$ cat config.mk
export PLATFORM = sky130hd
export DESIGN_NAME = gpio_ports
export DESIGN_NICKNAME = d
export VERILOG_FILES = /design/src/hw/gpio_pkg.sv /design/src/hw/gpio_bit_port.sv /design/src/hw/gpio_ports.sv
export VERILOG_INCLUDE_DIRS = /design/src /design/src/hw
export SDC_FILE = /design/constraint.sdc
export NUM_CORES = 1
export LEC_CHECK = 0
export BUFFER_PORTS_ARGS = -buffer_cell sky130_fd_sc_hd__buf_2
export CORE_ASPECT_RATIO = 0.7
export CORE_MARGIN = 5
export CORE_UTILIZATION = 30
export CTS_BUF_LIST = sky130_fd_sc_hd__clkbuf_4 sky130_fd_sc_hd__clkbuf_8
export DETAILED_ROUTE_END_ITERATION = 6
export SLEW_MARGIN = 20
export SYNTH_ARGS = -nofsm -noshare
export SYNTH_HDL_FRONTEND = slang
export SYNTH_SLANG_ARGS = --single-unit
$ cat constraint.sdc
create_clock -name clk_in -period 5.35 [get_ports clk_in]
set_input_delay 0.2675 -clock clk_in [delete_from_list [all_inputs] [get_ports clk_in]]
set_output_delay 0.2675 -clock clk_in [all_outputs]
set_load 0.02 [all_outputs]
$ cat src/hw/gpio_regs.svh
`ifndef GPIO_REGS_SVH
`define GPIO_REGS_SVH
`define PORT_A_WIDTH      5
`define PORT_BC_WIDTH     8
`define PORT_A_LATCH_RST  5'h1F
`define PORT_DIR_RST      8'h00
`define PORT_IE_RST       8'hFF
`define PORT_DATA_RST     8'h00
`define PORT_A_UNDEF_FILL 3'h7
`define SEL_A_LATCH       3'h0
`define SEL_A_PIN         3'h1
`define SEL_B_DATA        3'h2
`define SEL_B_DIR         3'h3
`define SEL_B_IE          3'h4
`define SEL_C_DATA        3'h5
`define SEL_C_DIR         3'h6
`define SEL_C_IE          3'h7
`endif

$ cat src/hw/gpio_pkg.sv
`default_nettype none
package gpio_pkg;
  typedef enum logic [2:0] {
    REG_A_LATCH = 3'h0,
    REG_A_PIN   = 3'h1,
    REG_B_DATA  = 3'h2,
    REG_B_DIR   = 3'h3,
    REG_B_IE    = 3'h4,
    REG_C_DATA  = 3'h5,
    REG_C_DIR   = 3'h6,
    REG_C_IE    = 3'h7
  } reg_sel_t;
  typedef struct packed {
    logic       wr;
    logic       rd;
    reg_sel_t   sel;
    logic [7:0] wdata;
  } reg_req_t;
  typedef struct packed {
    logic       valid;
    logic [7:0] rdata;
  } reg_rsp_t;
endpackage : gpio_pkg
`default_nettype wire

$ cat src/hw/gpio_bit_port.sv
`timescale 1ns/1ps
`default_nettype none
`include "gpio_regs.svh"
module gpio_bit_port #(
  parameter int WIDTH = 8
) (
  input  wire logic             clk_in,
  input  wire logic             rst_in,
  input  wire logic             wr_data_in,
  input  wire logic             wr_dir_in,
  input  wire logic             wr_ie_in,
  input  wire logic [WIDTH-1:0] wdata_in,
  input  wire logic [WIDTH-1:0] pin_sync_in,
  output var  logic [WIDTH-1:0] read_out,
  output var  logic [WIDTH-1:0] dir_out,
  output var  logic [WIDTH-1:0] ie_out,
  output var  logic [WIDTH-1:0] pin_o_out,
  output var  logic [WIDTH-1:0] pin_oe_n_out
);
  logic [WIDTH-1:0] data_q, data_d, dir_q, dir_d, ie_q, ie_d;

  always_comb begin
    data_d = wr_data_in ? wdata_in : data_q;
    dir_d  = wr_dir_in  ? wdata_in : dir_q;
    ie_d   = wr_ie_in   ? wdata_in : ie_q;
  end

  always_ff @(posedge clk_in) begin
    if (rst_in) begin
      data_q <= WIDTH'(`PORT_DATA_RST); // [RQ7] [RQ15]
      dir_q  <= WIDTH'(`PORT_DIR_RST);
      ie_q   <= WIDTH'(`PORT_IE_RST);
    end else begin
      data_q <= data_d;
      dir_q  <= dir_d;
      ie_q   <= ie_d;
    end
  end

  // Direction wins; a disabled input reads zero so analog pins never toggle logic
  always_comb begin
    for (int i = 0; i < WIDTH; i++) begin
      read_out[i] = dir_q[i] ? data_q[i] : (ie_q[i] & pin_sync_in[i]); // [RQ8] [RQ16]
    end
  end

  assign dir_out      = dir_q;
  assign ie_out       = ie_q;
  assign pin_o_out    = data_q;
  assign pin_oe_n_out = ~dir_q; // [RQ20] [RQ6]
endmodule : gpio_bit_port
`default_nettype wire

$ cat src/hw/gpio_ports.sv
// Behaviour
// (RQ1) First port: five two-way pins, one latch bit each, shared with serial bus.
// (RQ2) First port latch resets to all ones.
// (RQ3) Software writes one to latch for inputs and serial bus lines.
// (RQ4) First port latch and pin levels read at separate selects.
// (RQ5) First port reads return bits 7 to 5 undefined.
// (RQ6) Second port: eight pins with per-bit direction and input enable.
// (RQ7) Second port resets to direction zero, input enable one, latch zero.
// (RQ8) Second port read: zero, pin level, or latch by direction and enable.
// (RQ9) Software sets direction one to drive second port pin from latch.
// (RQ10) Software clears direction then sets wakeup select for key wakeup.
// (RQ11) Software clears direction then input enable for analog inputs.
// (RQ12) Software never sets analog second port pins to output.
// (RQ13) Software should avoid port writes during analog conversion.
// (RQ14) Bit writes use live input levels, overwriting input pins' latches.
// (RQ15) Third port resets to direction zero, input enable one, latch zero.
// (RQ16) Third port read: zero, pin level, or latch by direction and enable.
// (RQ17) Software configures third port digital inputs with direction zero, enable one.
// (RQ18) Software sets direction one for output, clears both for analog.
// (RQ19) Software clears third port input enable for analog inputs.
// (RQ20) Second and third port drivers enabled only while direction is one.
`timescale 1ns/1ps
`default_nettype none
`include "gpio_regs.svh"
module gpio_ports #(
  parameter int A_WIDTH  = `PORT_A_WIDTH,
  parameter int BC_WIDTH = `PORT_BC_WIDTH
) (
  input  wire logic              clk_in,
  input  wire logic              rst_in,
  input  wire gpio_pkg::reg_req_t req_in,
  input  wire logic              bit_op_in,
  input  wire logic [2:0]        bit_idx_in,
  input  wire logic              bit_val_in,
  output var  gpio_pkg::reg_rsp_t rsp_out,
  input  wire logic [A_WIDTH-1:0]  port_a_pin_in,
  output var  logic [A_WIDTH-1:0]  port_a_pin_o_out,
  output var  logic [A_WIDTH-1:0]  port_a_pin_oe_n_out,
  input  wire logic [BC_WIDTH-1:0] port_b_pin_in,
  output var  logic [BC_WIDTH-1:0] port_b_pin_o_out,
  output var  logic [BC_WIDTH-1:0] port_b_pin_oe_n_out,
  input  wire logic [BC_WIDTH-1:0] port_c_pin_in,
  output var  logic [BC_WIDTH-1:0] port_c_pin_o_out,
  output var  logic [BC_WIDTH-1:0] port_c_pin_oe_n_out,
  output var  logic [BC_WIDTH-1:0] port_b_input_enable_out,
  output var  logic [BC_WIDTH-1:0] port_c_input_enable_out
);
  import gpio_pkg::*;

  logic [A_WIDTH-1:0]  a_meta_q;
  logic [A_WIDTH-1:0]  a_sync_q;
  logic [A_WIDTH-1:0]  latch_a_q;
  logic [A_WIDTH-1:0]  latch_a_d;
  logic [BC_WIDTH-1:0] b_meta_q;
  logic [BC_WIDTH-1:0] b_sync_q;
  logic [BC_WIDTH-1:0] c_meta_q;
  logic [BC_WIDTH-1:0] c_sync_q;
  logic [BC_WIDTH-1:0] b_read;
  logic [BC_WIDTH-1:0] c_read;
  logic [BC_WIDTH-1:0] b_dir;
  logic [BC_WIDTH-1:0] c_dir;
  logic [BC_WIDTH-1:0] b_ie;
  logic [BC_WIDTH-1:0] c_ie;
  logic [BC_WIDTH-1:0] b_o;
  logic [BC_WIDTH-1:0] c_o;
  logic [BC_WIDTH-1:0] b_oen;
  logic [BC_WIDTH-1:0] c_oen;
  logic [7:0]          a_latch_rd;
  logic [7:0]          a_pin_rd;
  logic [7:0]          cur_rd;
  logic [7:0]          eff_wdata;
  logic                eff_wr;
  logic                wr_b_data;
  logic                wr_b_dir;
  logic                wr_b_ie;
  logic                wr_c_data;
  logic                wr_c_dir;
  logic                wr_c_ie;
  reg_rsp_t            rsp_d;
  reg_rsp_t            rsp_q;
  logic [A_WIDTH-1:0]  a_o_d;
  logic [A_WIDTH-1:0]  a_o_q;
  logic [A_WIDTH-1:0]  a_oen_d;
  logic [A_WIDTH-1:0]  a_oen_q;
  logic [BC_WIDTH-1:0] b_o_d;
  logic [BC_WIDTH-1:0] b_o_q;
  logic [BC_WIDTH-1:0] b_oen_d;
  logic [BC_WIDTH-1:0] b_oen_q;
  logic [BC_WIDTH-1:0] c_o_d;
  logic [BC_WIDTH-1:0] c_o_q;
  logic [BC_WIDTH-1:0] c_oen_d;
  logic [BC_WIDTH-1:0] c_oen_q;
  logic [BC_WIDTH-1:0] b_ie_d;
  logic [BC_WIDTH-1:0] b_ie_q;
  logic [BC_WIDTH-1:0] c_ie_d;
  logic [BC_WIDTH-1:0] c_ie_q;

  // Pins are asynchronous: two stages before anyone reads them
  always_ff @(posedge clk_in) begin
    a_meta_q <= port_a_pin_in;
    a_sync_q <= a_meta_q;
    b_meta_q <= port_b_pin_in;
    b_sync_q <= b_meta_q;
    c_meta_q <= port_c_pin_in;
    c_sync_q <= c_meta_q;
  end

  // Undefined upper bits return a fixed fill
  assign a_latch_rd = {`PORT_A_UNDEF_FILL, latch_a_q}; // [RQ5]
  assign a_pin_rd   = {`PORT_A_UNDEF_FILL, a_sync_q}; // [RQ4] [RQ5]

  always_comb begin
    case (req_in.sel)
      REG_A_LATCH: cur_rd = a_latch_rd;
      REG_A_PIN:   cur_rd = a_pin_rd;
      REG_B_DATA:  cur_rd = b_read;
      REG_B_DIR:   cur_rd = b_dir;
      REG_B_IE:    cur_rd = b_ie;
      REG_C_DATA:  cur_rd = c_read;
      REG_C_DIR:   cur_rd = c_dir;
      REG_C_IE:    cur_rd = c_ie;
      default:     cur_rd = 8'h00;
    endcase
  end

  // Bit write is read-modify-write on the read view, so enabled input pins' live
  // levels land in their latches, exactly as the CPU's bit ops behave
  always_comb begin
    eff_wdata = req_in.wdata;
    if (bit_op_in) begin
      eff_wdata = cur_rd; // [RQ14]
      eff_wdata[bit_idx_in] = bit_val_in;
    end
    eff_wr = req_in.wr | bit_op_in;
  end

  // One strobe per sub-port register, decoded once
  always_comb begin
    wr_b_data = eff_wr && req_in.sel == REG_B_DATA;
    wr_b_dir  = eff_wr && req_in.sel == REG_B_DIR;
    wr_b_ie   = eff_wr && req_in.sel == REG_B_IE;
    wr_c_data = eff_wr && req_in.sel == REG_C_DATA;
    wr_c_dir  = eff_wr && req_in.sel == REG_C_DIR;
    wr_c_ie   = eff_wr && req_in.sel == REG_C_IE;
  end

  always_comb begin
    latch_a_d = latch_a_q;
    if (eff_wr && req_in.sel == REG_A_LATCH) begin
      latch_a_d = eff_wdata[A_WIDTH-1:0];
    end
    rsp_d.valid = req_in.rd;
    rsp_d.rdata = req_in.rd ? cur_rd : 8'h00;
  end

  always_ff @(posedge clk_in) begin
    if (rst_in) begin
      latch_a_q <= A_WIDTH'(`PORT_A_LATCH_RST); // [RQ2]
      rsp_q     <= '0;
    end else begin
      latch_a_q <= latch_a_d;
      rsp_q     <= rsp_d;
    end
  end

  gpio_bit_port #(.WIDTH(BC_WIDTH)) u_port_b (
    .clk_in       (clk_in),
    .rst_in       (rst_in),
    .wr_data_in   (wr_b_data),
    .wr_dir_in    (wr_b_dir),
    .wr_ie_in     (wr_b_ie),
    .wdata_in     (eff_wdata),
    .pin_sync_in  (b_sync_q),
    .read_out     (b_read),
    .dir_out      (b_dir),
    .ie_out       (b_ie),
    .pin_o_out    (b_o),
    .pin_oe_n_out (b_oen)
  );

  gpio_bit_port #(.WIDTH(BC_WIDTH)) u_port_c (
    .clk_in       (clk_in),
    .rst_in       (rst_in),
    .wr_data_in   (wr_c_data),
    .wr_dir_in    (wr_c_dir),
    .wr_ie_in     (wr_c_ie),
    .wdata_in     (eff_wdata),
    .pin_sync_in  (c_sync_q),
    .read_out     (c_read),
    .dir_out      (c_dir),
    .ie_out       (c_ie),
    .pin_o_out    (c_o),
    .pin_oe_n_out (c_oen)
  );

  // Pin outputs registered once more so every output is a flop; costs one cycle
  always_comb begin
    // Open drain: a latch one releases the line for input or serial bus use
    a_o_d   = '0; // [RQ1]
    a_oen_d = latch_a_q; // [RQ1]
    b_o_d   = b_o;
    b_oen_d = b_oen; // [RQ20]
    c_o_d   = c_o;
    c_oen_d = c_oen; // [RQ20]
    b_ie_d  = b_ie;
    c_ie_d  = c_ie;
  end

  always_ff @(posedge clk_in) begin
    if (rst_in) begin
      // Open drain never drives high, not even in reset
      a_o_q   <= '0;
      a_oen_q <= '1;
      b_o_q   <= '0;
      b_oen_q <= '1;
      c_o_q   <= '0;
      c_oen_q <= '1;
      b_ie_q  <= BC_WIDTH'(`PORT_IE_RST);
      c_ie_q  <= BC_WIDTH'(`PORT_IE_RST);
    end else begin
      a_o_q   <= a_o_d;
      a_oen_q <= a_oen_d;
      b_o_q   <= b_o_d;
      b_oen_q <= b_oen_d;
      c_o_q   <= c_o_d;
      c_oen_q <= c_oen_d;
      b_ie_q  <= b_ie_d;
      c_ie_q  <= c_ie_d;
    end
  end

  assign rsp_out                 = rsp_q;
  assign port_a_pin_o_out        = a_o_q;
  assign port_a_pin_oe_n_out     = a_oen_q;
  assign port_b_pin_o_out        = b_o_q;
  assign port_b_pin_oe_n_out     = b_oen_q;
  assign port_c_pin_o_out        = c_o_q;
  assign port_c_pin_oe_n_out     = c_oen_q;
  assign port_b_input_enable_out = b_ie_q;
  assign port_c_input_enable_out = c_ie_q;
endmodule : gpio_ports
`default_nettype wire

Word level (Yosys, flattened, before mapping)

Cells that the tools add are included.

Register bits: 157
Latch bits: 0
Memory bits (writable): 0
Memory bits (read-only): 0
Input bits: 41
Output and inout bits: 67
Logic and storage cells: 82
Memories: 0

$add $sub $neg: 0
$mul: 0
Divide/modulo/power cells: 0
Order comparisons: 2
Eq/ne operators: 7
Shift operators: 0
Multiplexer cells: 21
Bitwise operators: 20
Reduce and logical (&&, ||, !) cells: 10

Operator list:

| operator           | number |
|---|---|
| $pmux 8 s8         | 1 |
| $mux 1             | 17 |
| $and 1x1->1        | 16 |
| $not 8->8          | 2 |
| $eq 3x3->1 const B | 4 |
| $bwmux 8           | 1 |
| $logic_and 1x1->1  | 8 |
| $mux 8             | 1 |
| $eq 3x2->1 const B | 2 |
| $lt 3x4->1 const B | 1 |
| $demux 1 s3        | 1 |
| $eq 3x1->1 const B | 1 |
| $ge 3x1->1 const B | 1 |
| $logic_not 3->1    | 1 |
| $reduce_or 2->1    | 1 |
| $not 1->1          | 1 |
| $or 1x1->1         | 1 |

Logic depth before layout (Yosys ltp)

Depth in word-level cells: 6
Mapped depth: 9
Gate-level depth less buffers: 6

By module

A second synthesis with hierarchy kept.

Cells, all modules: 549
Area total of the unflattened synthesis: 5589.1 µm²

Modules (own cells, without submodules):

| module        | instances | cells each | area an instance (µm²) | seq. area each (µm²) |
|---|---|---|---|---|
| gpio_ports    | 1         | 331        | 3599.7                 | 2182.1 |
| gpio_bit_port | 2         | 109        | 994.7                  | 480.5 |

Worst setup path after synthesis

No wires, ideal clock.

Path type: input -> register
Start point: in req_in[8] (netlist name)
End point: reg u_port_c.ie_q[3] (netlist: u_port_c.ie_out[3])
Library setup time: 0.122 ns
Data arrival time: 1.777 ns
Required time: 5.228 ns
Path slack: 3.451 ns
Cell stages on the path: 8
Path buffers: 2
Cell sequence: buf_6 -> and2b_1 -> buf_2 -> a221o_1 -> a211oi_1 -> or2_2 -> nor2_1 -> o32a_1

Cells in the longest elaborated chain, start to end: 4
Elaborated cells between the ends (all ways): 12
Those cells by class: eq/ne: 7; mux: 3; reduce/logical: 2

RTL lines:

| what                                     | RTL line                             | RTL |
|---|---|---|
| from (decl)                              | gpio_ports.sv:31                     | `input wire gpio_pkg::reg_req_t req_in,` |
| $eq 3x3->1, or another cell as far along | gpio_ports.sv:113, gpio_ports.sv:144 |  |
| $pmux 8 s8                               | gpio_ports.sv:113                    | `case (req_in.sel)` |
| $bwmux 8                                 | gpio_ports.sv:132                    | `eff_wdata[bit_idx_in] = bit_val_in;` |
| $mux 8                                   | gpio_ports.sv:130                    | `if (bit_op_in) begin` |
| to (signal assigned)                     | gpio_bit_port.sv:32                  | `` ie_q <= WIDTH'(`PORT_IE_RST); `` |
| to (signal assigned)                     | gpio_bit_port.sv:36                  | `ie_q <= ie_d;` |
| to (decl)                                | gpio_bit_port.sv:20                  | `logic [WIDTH-1:0] data_q, data_d, dir_q, dir_d, ie_q, ie_d;` |

Parallel ways exist; a longest one is shown, timed or not.
A chain may end at the register's enable or synchronous reset.

Worst setup path in the final report

Start point: in req_in[10] (netlist name)
End point: reg u_port_b.data_q[0] (netlist: u_port_b.pin_o_out[0])

Cells in the longest elaborated chain, start to end: 4
Elaborated cells between the ends (all ways): 12
Those cells by class: eq/ne: 7; mux: 3; reduce/logical: 2

RTL lines:

| what                                     | RTL line            | RTL |
|---|---|---|
| $eq 3x3->1, or another cell as far along | gpio_ports.sv:113   |  |
| $pmux 8 s8                               | gpio_ports.sv:113   |  |
| $bwmux 8                                 | gpio_ports.sv:132   |  |
| $mux 8                                   | gpio_ports.sv:130   |  |
| to (signal assigned)                     | gpio_bit_port.sv:30 | `` data_q <= WIDTH'(`PORT_DATA_RST); `` |
| to (signal assigned)                     | gpio_bit_port.sv:34 | `data_q <= data_d;` |
| to (decl)                                | gpio_bit_port.sv:20 |  |

Parallel ways exist; a longest one is shown, timed or not.

==> impl_metrics.tcl <==
set metrics [dict create \
    hold_path.class "input port to register" \
    via_per_inst 4.83 \
    cts.path.max_buffers 2 \
    die_area_um2 20300 \
    crit_buf_inv 1 \
    crit_slowest_cell "a211oi_2" \
    core_region_area_um2 17200 \
    cpPeakStageDelay_ps 620 \
    critical-path-top-delay-family "compound AO/OA/AOI/OAI gates" \
    vdd_drop_max_uv 192 \
    gp_congestion 0.905 \
    synth.top_cell.area_share 0.597 \
    place_area_um2 5960 \
    tightestPinTransition_ps 1060 \
    root_buffer "clkbuf_8" \
    ios 108 \
    period_share 0.454 \
    leakage_uw 0.00268 \
    drt_pass1_iterations 5 \
    slew_headroom 0.291 \
    power.density_nw_per_um2 356 \
    path_clk_slew_ps 80 \
    port_buffers 102 \
    hold_viol_final 0 \
    drive_gt1_frac 0.263 \
    ys_warn_count 0 \
    yosys.area.top_type "dfxtp_1" \
    synth_area_per_cell_um2 10.1 \
    yosysSeqAreaShare 0.597 \
    path_cells "buf_2 -> and2b_1 -> a22o_1 -> a221oi_1 -> a211oi_1 -> a211oi_2 -> a211oi_1" \
    totalWireLength_mm 15.5 \
    final.setup.tns_ps 0 \
    synth.distinct_cells 49 \
    final-max-slew-violation-count 0 \
    skew_ps 6.83 \
    end_kind "register" \
    max_freq_ghz 0.412 \
    post_cts_buffers 0 \
    maxCapViolCount 0 \
    critical_path.max_fanout 24 \
    grt_pass1_wl_mm 24.3 \
    dp_hpwl_mm 11.2 \
    vias 4273 \
    synth_area_um2 5270 \
    clk_latency_ps 450 \
    ant_nets 0 \
    layout.nets 683 \
    final_cell_area_um2 6580 \
    die_width_um 168 \
    syn2layout_area_growth_pct 24.9 \
    arrival_ps 2730 \
    grt_max_degree 47 \
    setup_violations 0 \
    htreeDepth 4 \
    synthCells 523 \
    grt_setup_unrepaired "no" \
    drc_errors 0 \
    cts_tree "yes" \
    grt_overflow 0 \
    nFillCells 1745 \
    min_period_ps 2430 \
    cts_made_buffers 17 \
    ys.flop_type "dfxtp_1" \
    grt_pass1_vias 4162 \
    synthArstFlopShare 0 \
    synth_area_leaders "dfxtp_1 60%, a21oi_1 4.0%, nand2_1 3.9%" \
    cp_common_cell "a211oi_1" \
    initial_core_util 0.306 \
    synth_edf_count 0 \
    worstSetupStartpointType "input port" \
    hold_depth 3 \
    grtUsageTotal 0.155 \
    cts_sinks 157 \
    worstSetupPathType "input port to register" \
    hold_ws_ps 260 \
    synth-seq-cells 157 \
    antenna_cells 0 \
    cp.required_ps 5650 \
    status "finished, final reports clean" \
    wl_per_cell_um 17.5 \
    rows 40 \
    cp.depth 7 \
    rr_worst_depth 5 \
    drt_first_iter_violations 284 \
    die_height_um 121 \
    antenna_found_initial 0 \
]
==> power by group <==
part / switching, uW / internal [uW]
Combinational: 133 / 82.4
Sequential: 25.5 / 1210
Clock: 428 / 461
==> cell usage in the layout (no fill, tap or decap), drive strengths merged, types with 19 or more instances in the layout <==
master / instances
dfxtp: 157
buf: 108
nand2: 55
a21oi: 42
nor2: 35
o21ai: 31
or2: 22
clkbuf: 22
dlygate4sd3: 21
nor2b: 19
==> synthesized netlist by cell type, drive strengths merged (3+ instances only) <==
| library cell | n |
|---|---|
| a2111oi | 3 |
| a211oi | 10 |
| a21o | 4 |
| a21oi | 42 |
| a221o | 4 |
| a221oi | 6 |
| a22o | 3 |
| a2bb2oi | 13 |
| a311oi | 4 |
| a31oi | 4 |
| and2 | 3 |
| and3 | 3 |
| buf | 15 |
| clkbuf | 18 |
| dfxtp | 157 |
| inv | 10 |
| mux2 | 4 |
| mux2i | 4 |
| nand2 | 55 |
| nand2b | 6 |
| nand3 | 3 |
| nand3b | 14 |
| nor2 | 35 |
| nor2b | 19 |
| nor3 | 3 |
| nor3b | 3 |
| nor4 | 3 |
| o21ai | 31 |
| o22ai | 6 |
| or2 | 22 |
==> kinds of logic after synthesis <==
kind of cell / Yosys count / synth area share
AO/OA/AOI/OAI: 141 / 0.179
buffers and inverters: 43 / 0.0394
flip-flops: 157 / 0.597
multiplexers: 8 / 0.0162
other: 1 / 0.000712
AND/OR/NAND/NOR: 173 / 0.168
==> worst register-to-register path: cells and delay by family, from the launching register on <==
kind	cells	cell delay, ps
compound gates	5	1670
flops	1	370
==> registers in the layout (all words and copies together) (netlist names) <==
register and cells:
port_b_pin_o_out 8, u_port_c.ie_out 8, a_meta_q 5, c_meta_q 8, rsp_out 9, u_port_c.pin_o_out 8
b_meta_q 8, u_port_b.dir_out 8, port_a_pin_oe_n_out 5, u_port_b.ie_out 8, c_sync_q 8, b_sync_q 8
port_c_input_enable_out 8, port_b_input_enable_out 8, port_b_pin_oe_n_out 8, port_c_pin_o_out 8, u_port_b.pin_o_out 8, u_port_c.dir_out 8
a_oen_d 5, a_sync_q 5, port_c_pin_oe_n_out 8
==> timing repair <==
| action | CTS | global route |
|---|---|---|
| gates resized for setup | 0 | 0 |
| hold buffers | 21 | 0 |
| endpoints found under the hold margin | 21 | 0 |
==> final timing paths <==
| path | start | end | slack [ps] |
|---|---|---|---|
| max | req_in[10] | u_port_b.pin_o_out[0]$_SDFFE_PP0P_ | 2920 |
| min | req_in[6] | u_port_c.pin_o_out[6]$_SDFFE_PP0P_ | 260 |
| max reg2reg | u_port_b.dir_out[0]$_SDFFE_PP0P_ | u_port_b.pin_o_out[0]$_SDFFE_PP0P_ | 3160 |
| min reg2reg | c_meta_q[6]$_DFF_P_ | c_sync_q[6]$_DFF_P_ | 330 |
==> per-layer routing <==
metal / GRT usage / up-vias / part of all wire
met5: 0 / - / 0
met4: 0.0476 / 0 / 0.012
met3: 0.0488 / 20 / 0.080
met2: 0.203 / 178 / 0.39
met1: 0.238 / 2020 / 0.52
li1: - / 2055 / -
==> stage by stage <==
stage,util,setup slack (ps),cells,total power (uW)
finish,0.382,2920,885,2340
global route,0.382,2850,885,2450
CTS,0.381,3020,885,2370
detailed placement,0.346,2530,833,1470
global placement,0.346,2650,833,1470
floorplan,-,3450,527,1390
==> final cells by class <==
cell class,count,area [um^2],area share
inverter,10,37.5,0.00571
sequential,157,3140,0.478
timing repair buffer,129,766,0.116
clock buffer,22,290,0.0441
multi-input combinational,327,1940,0.295
tap,231,289,0.0439
clock inverter,9,111,0.0169
Power figures use the tool's default switching activity.
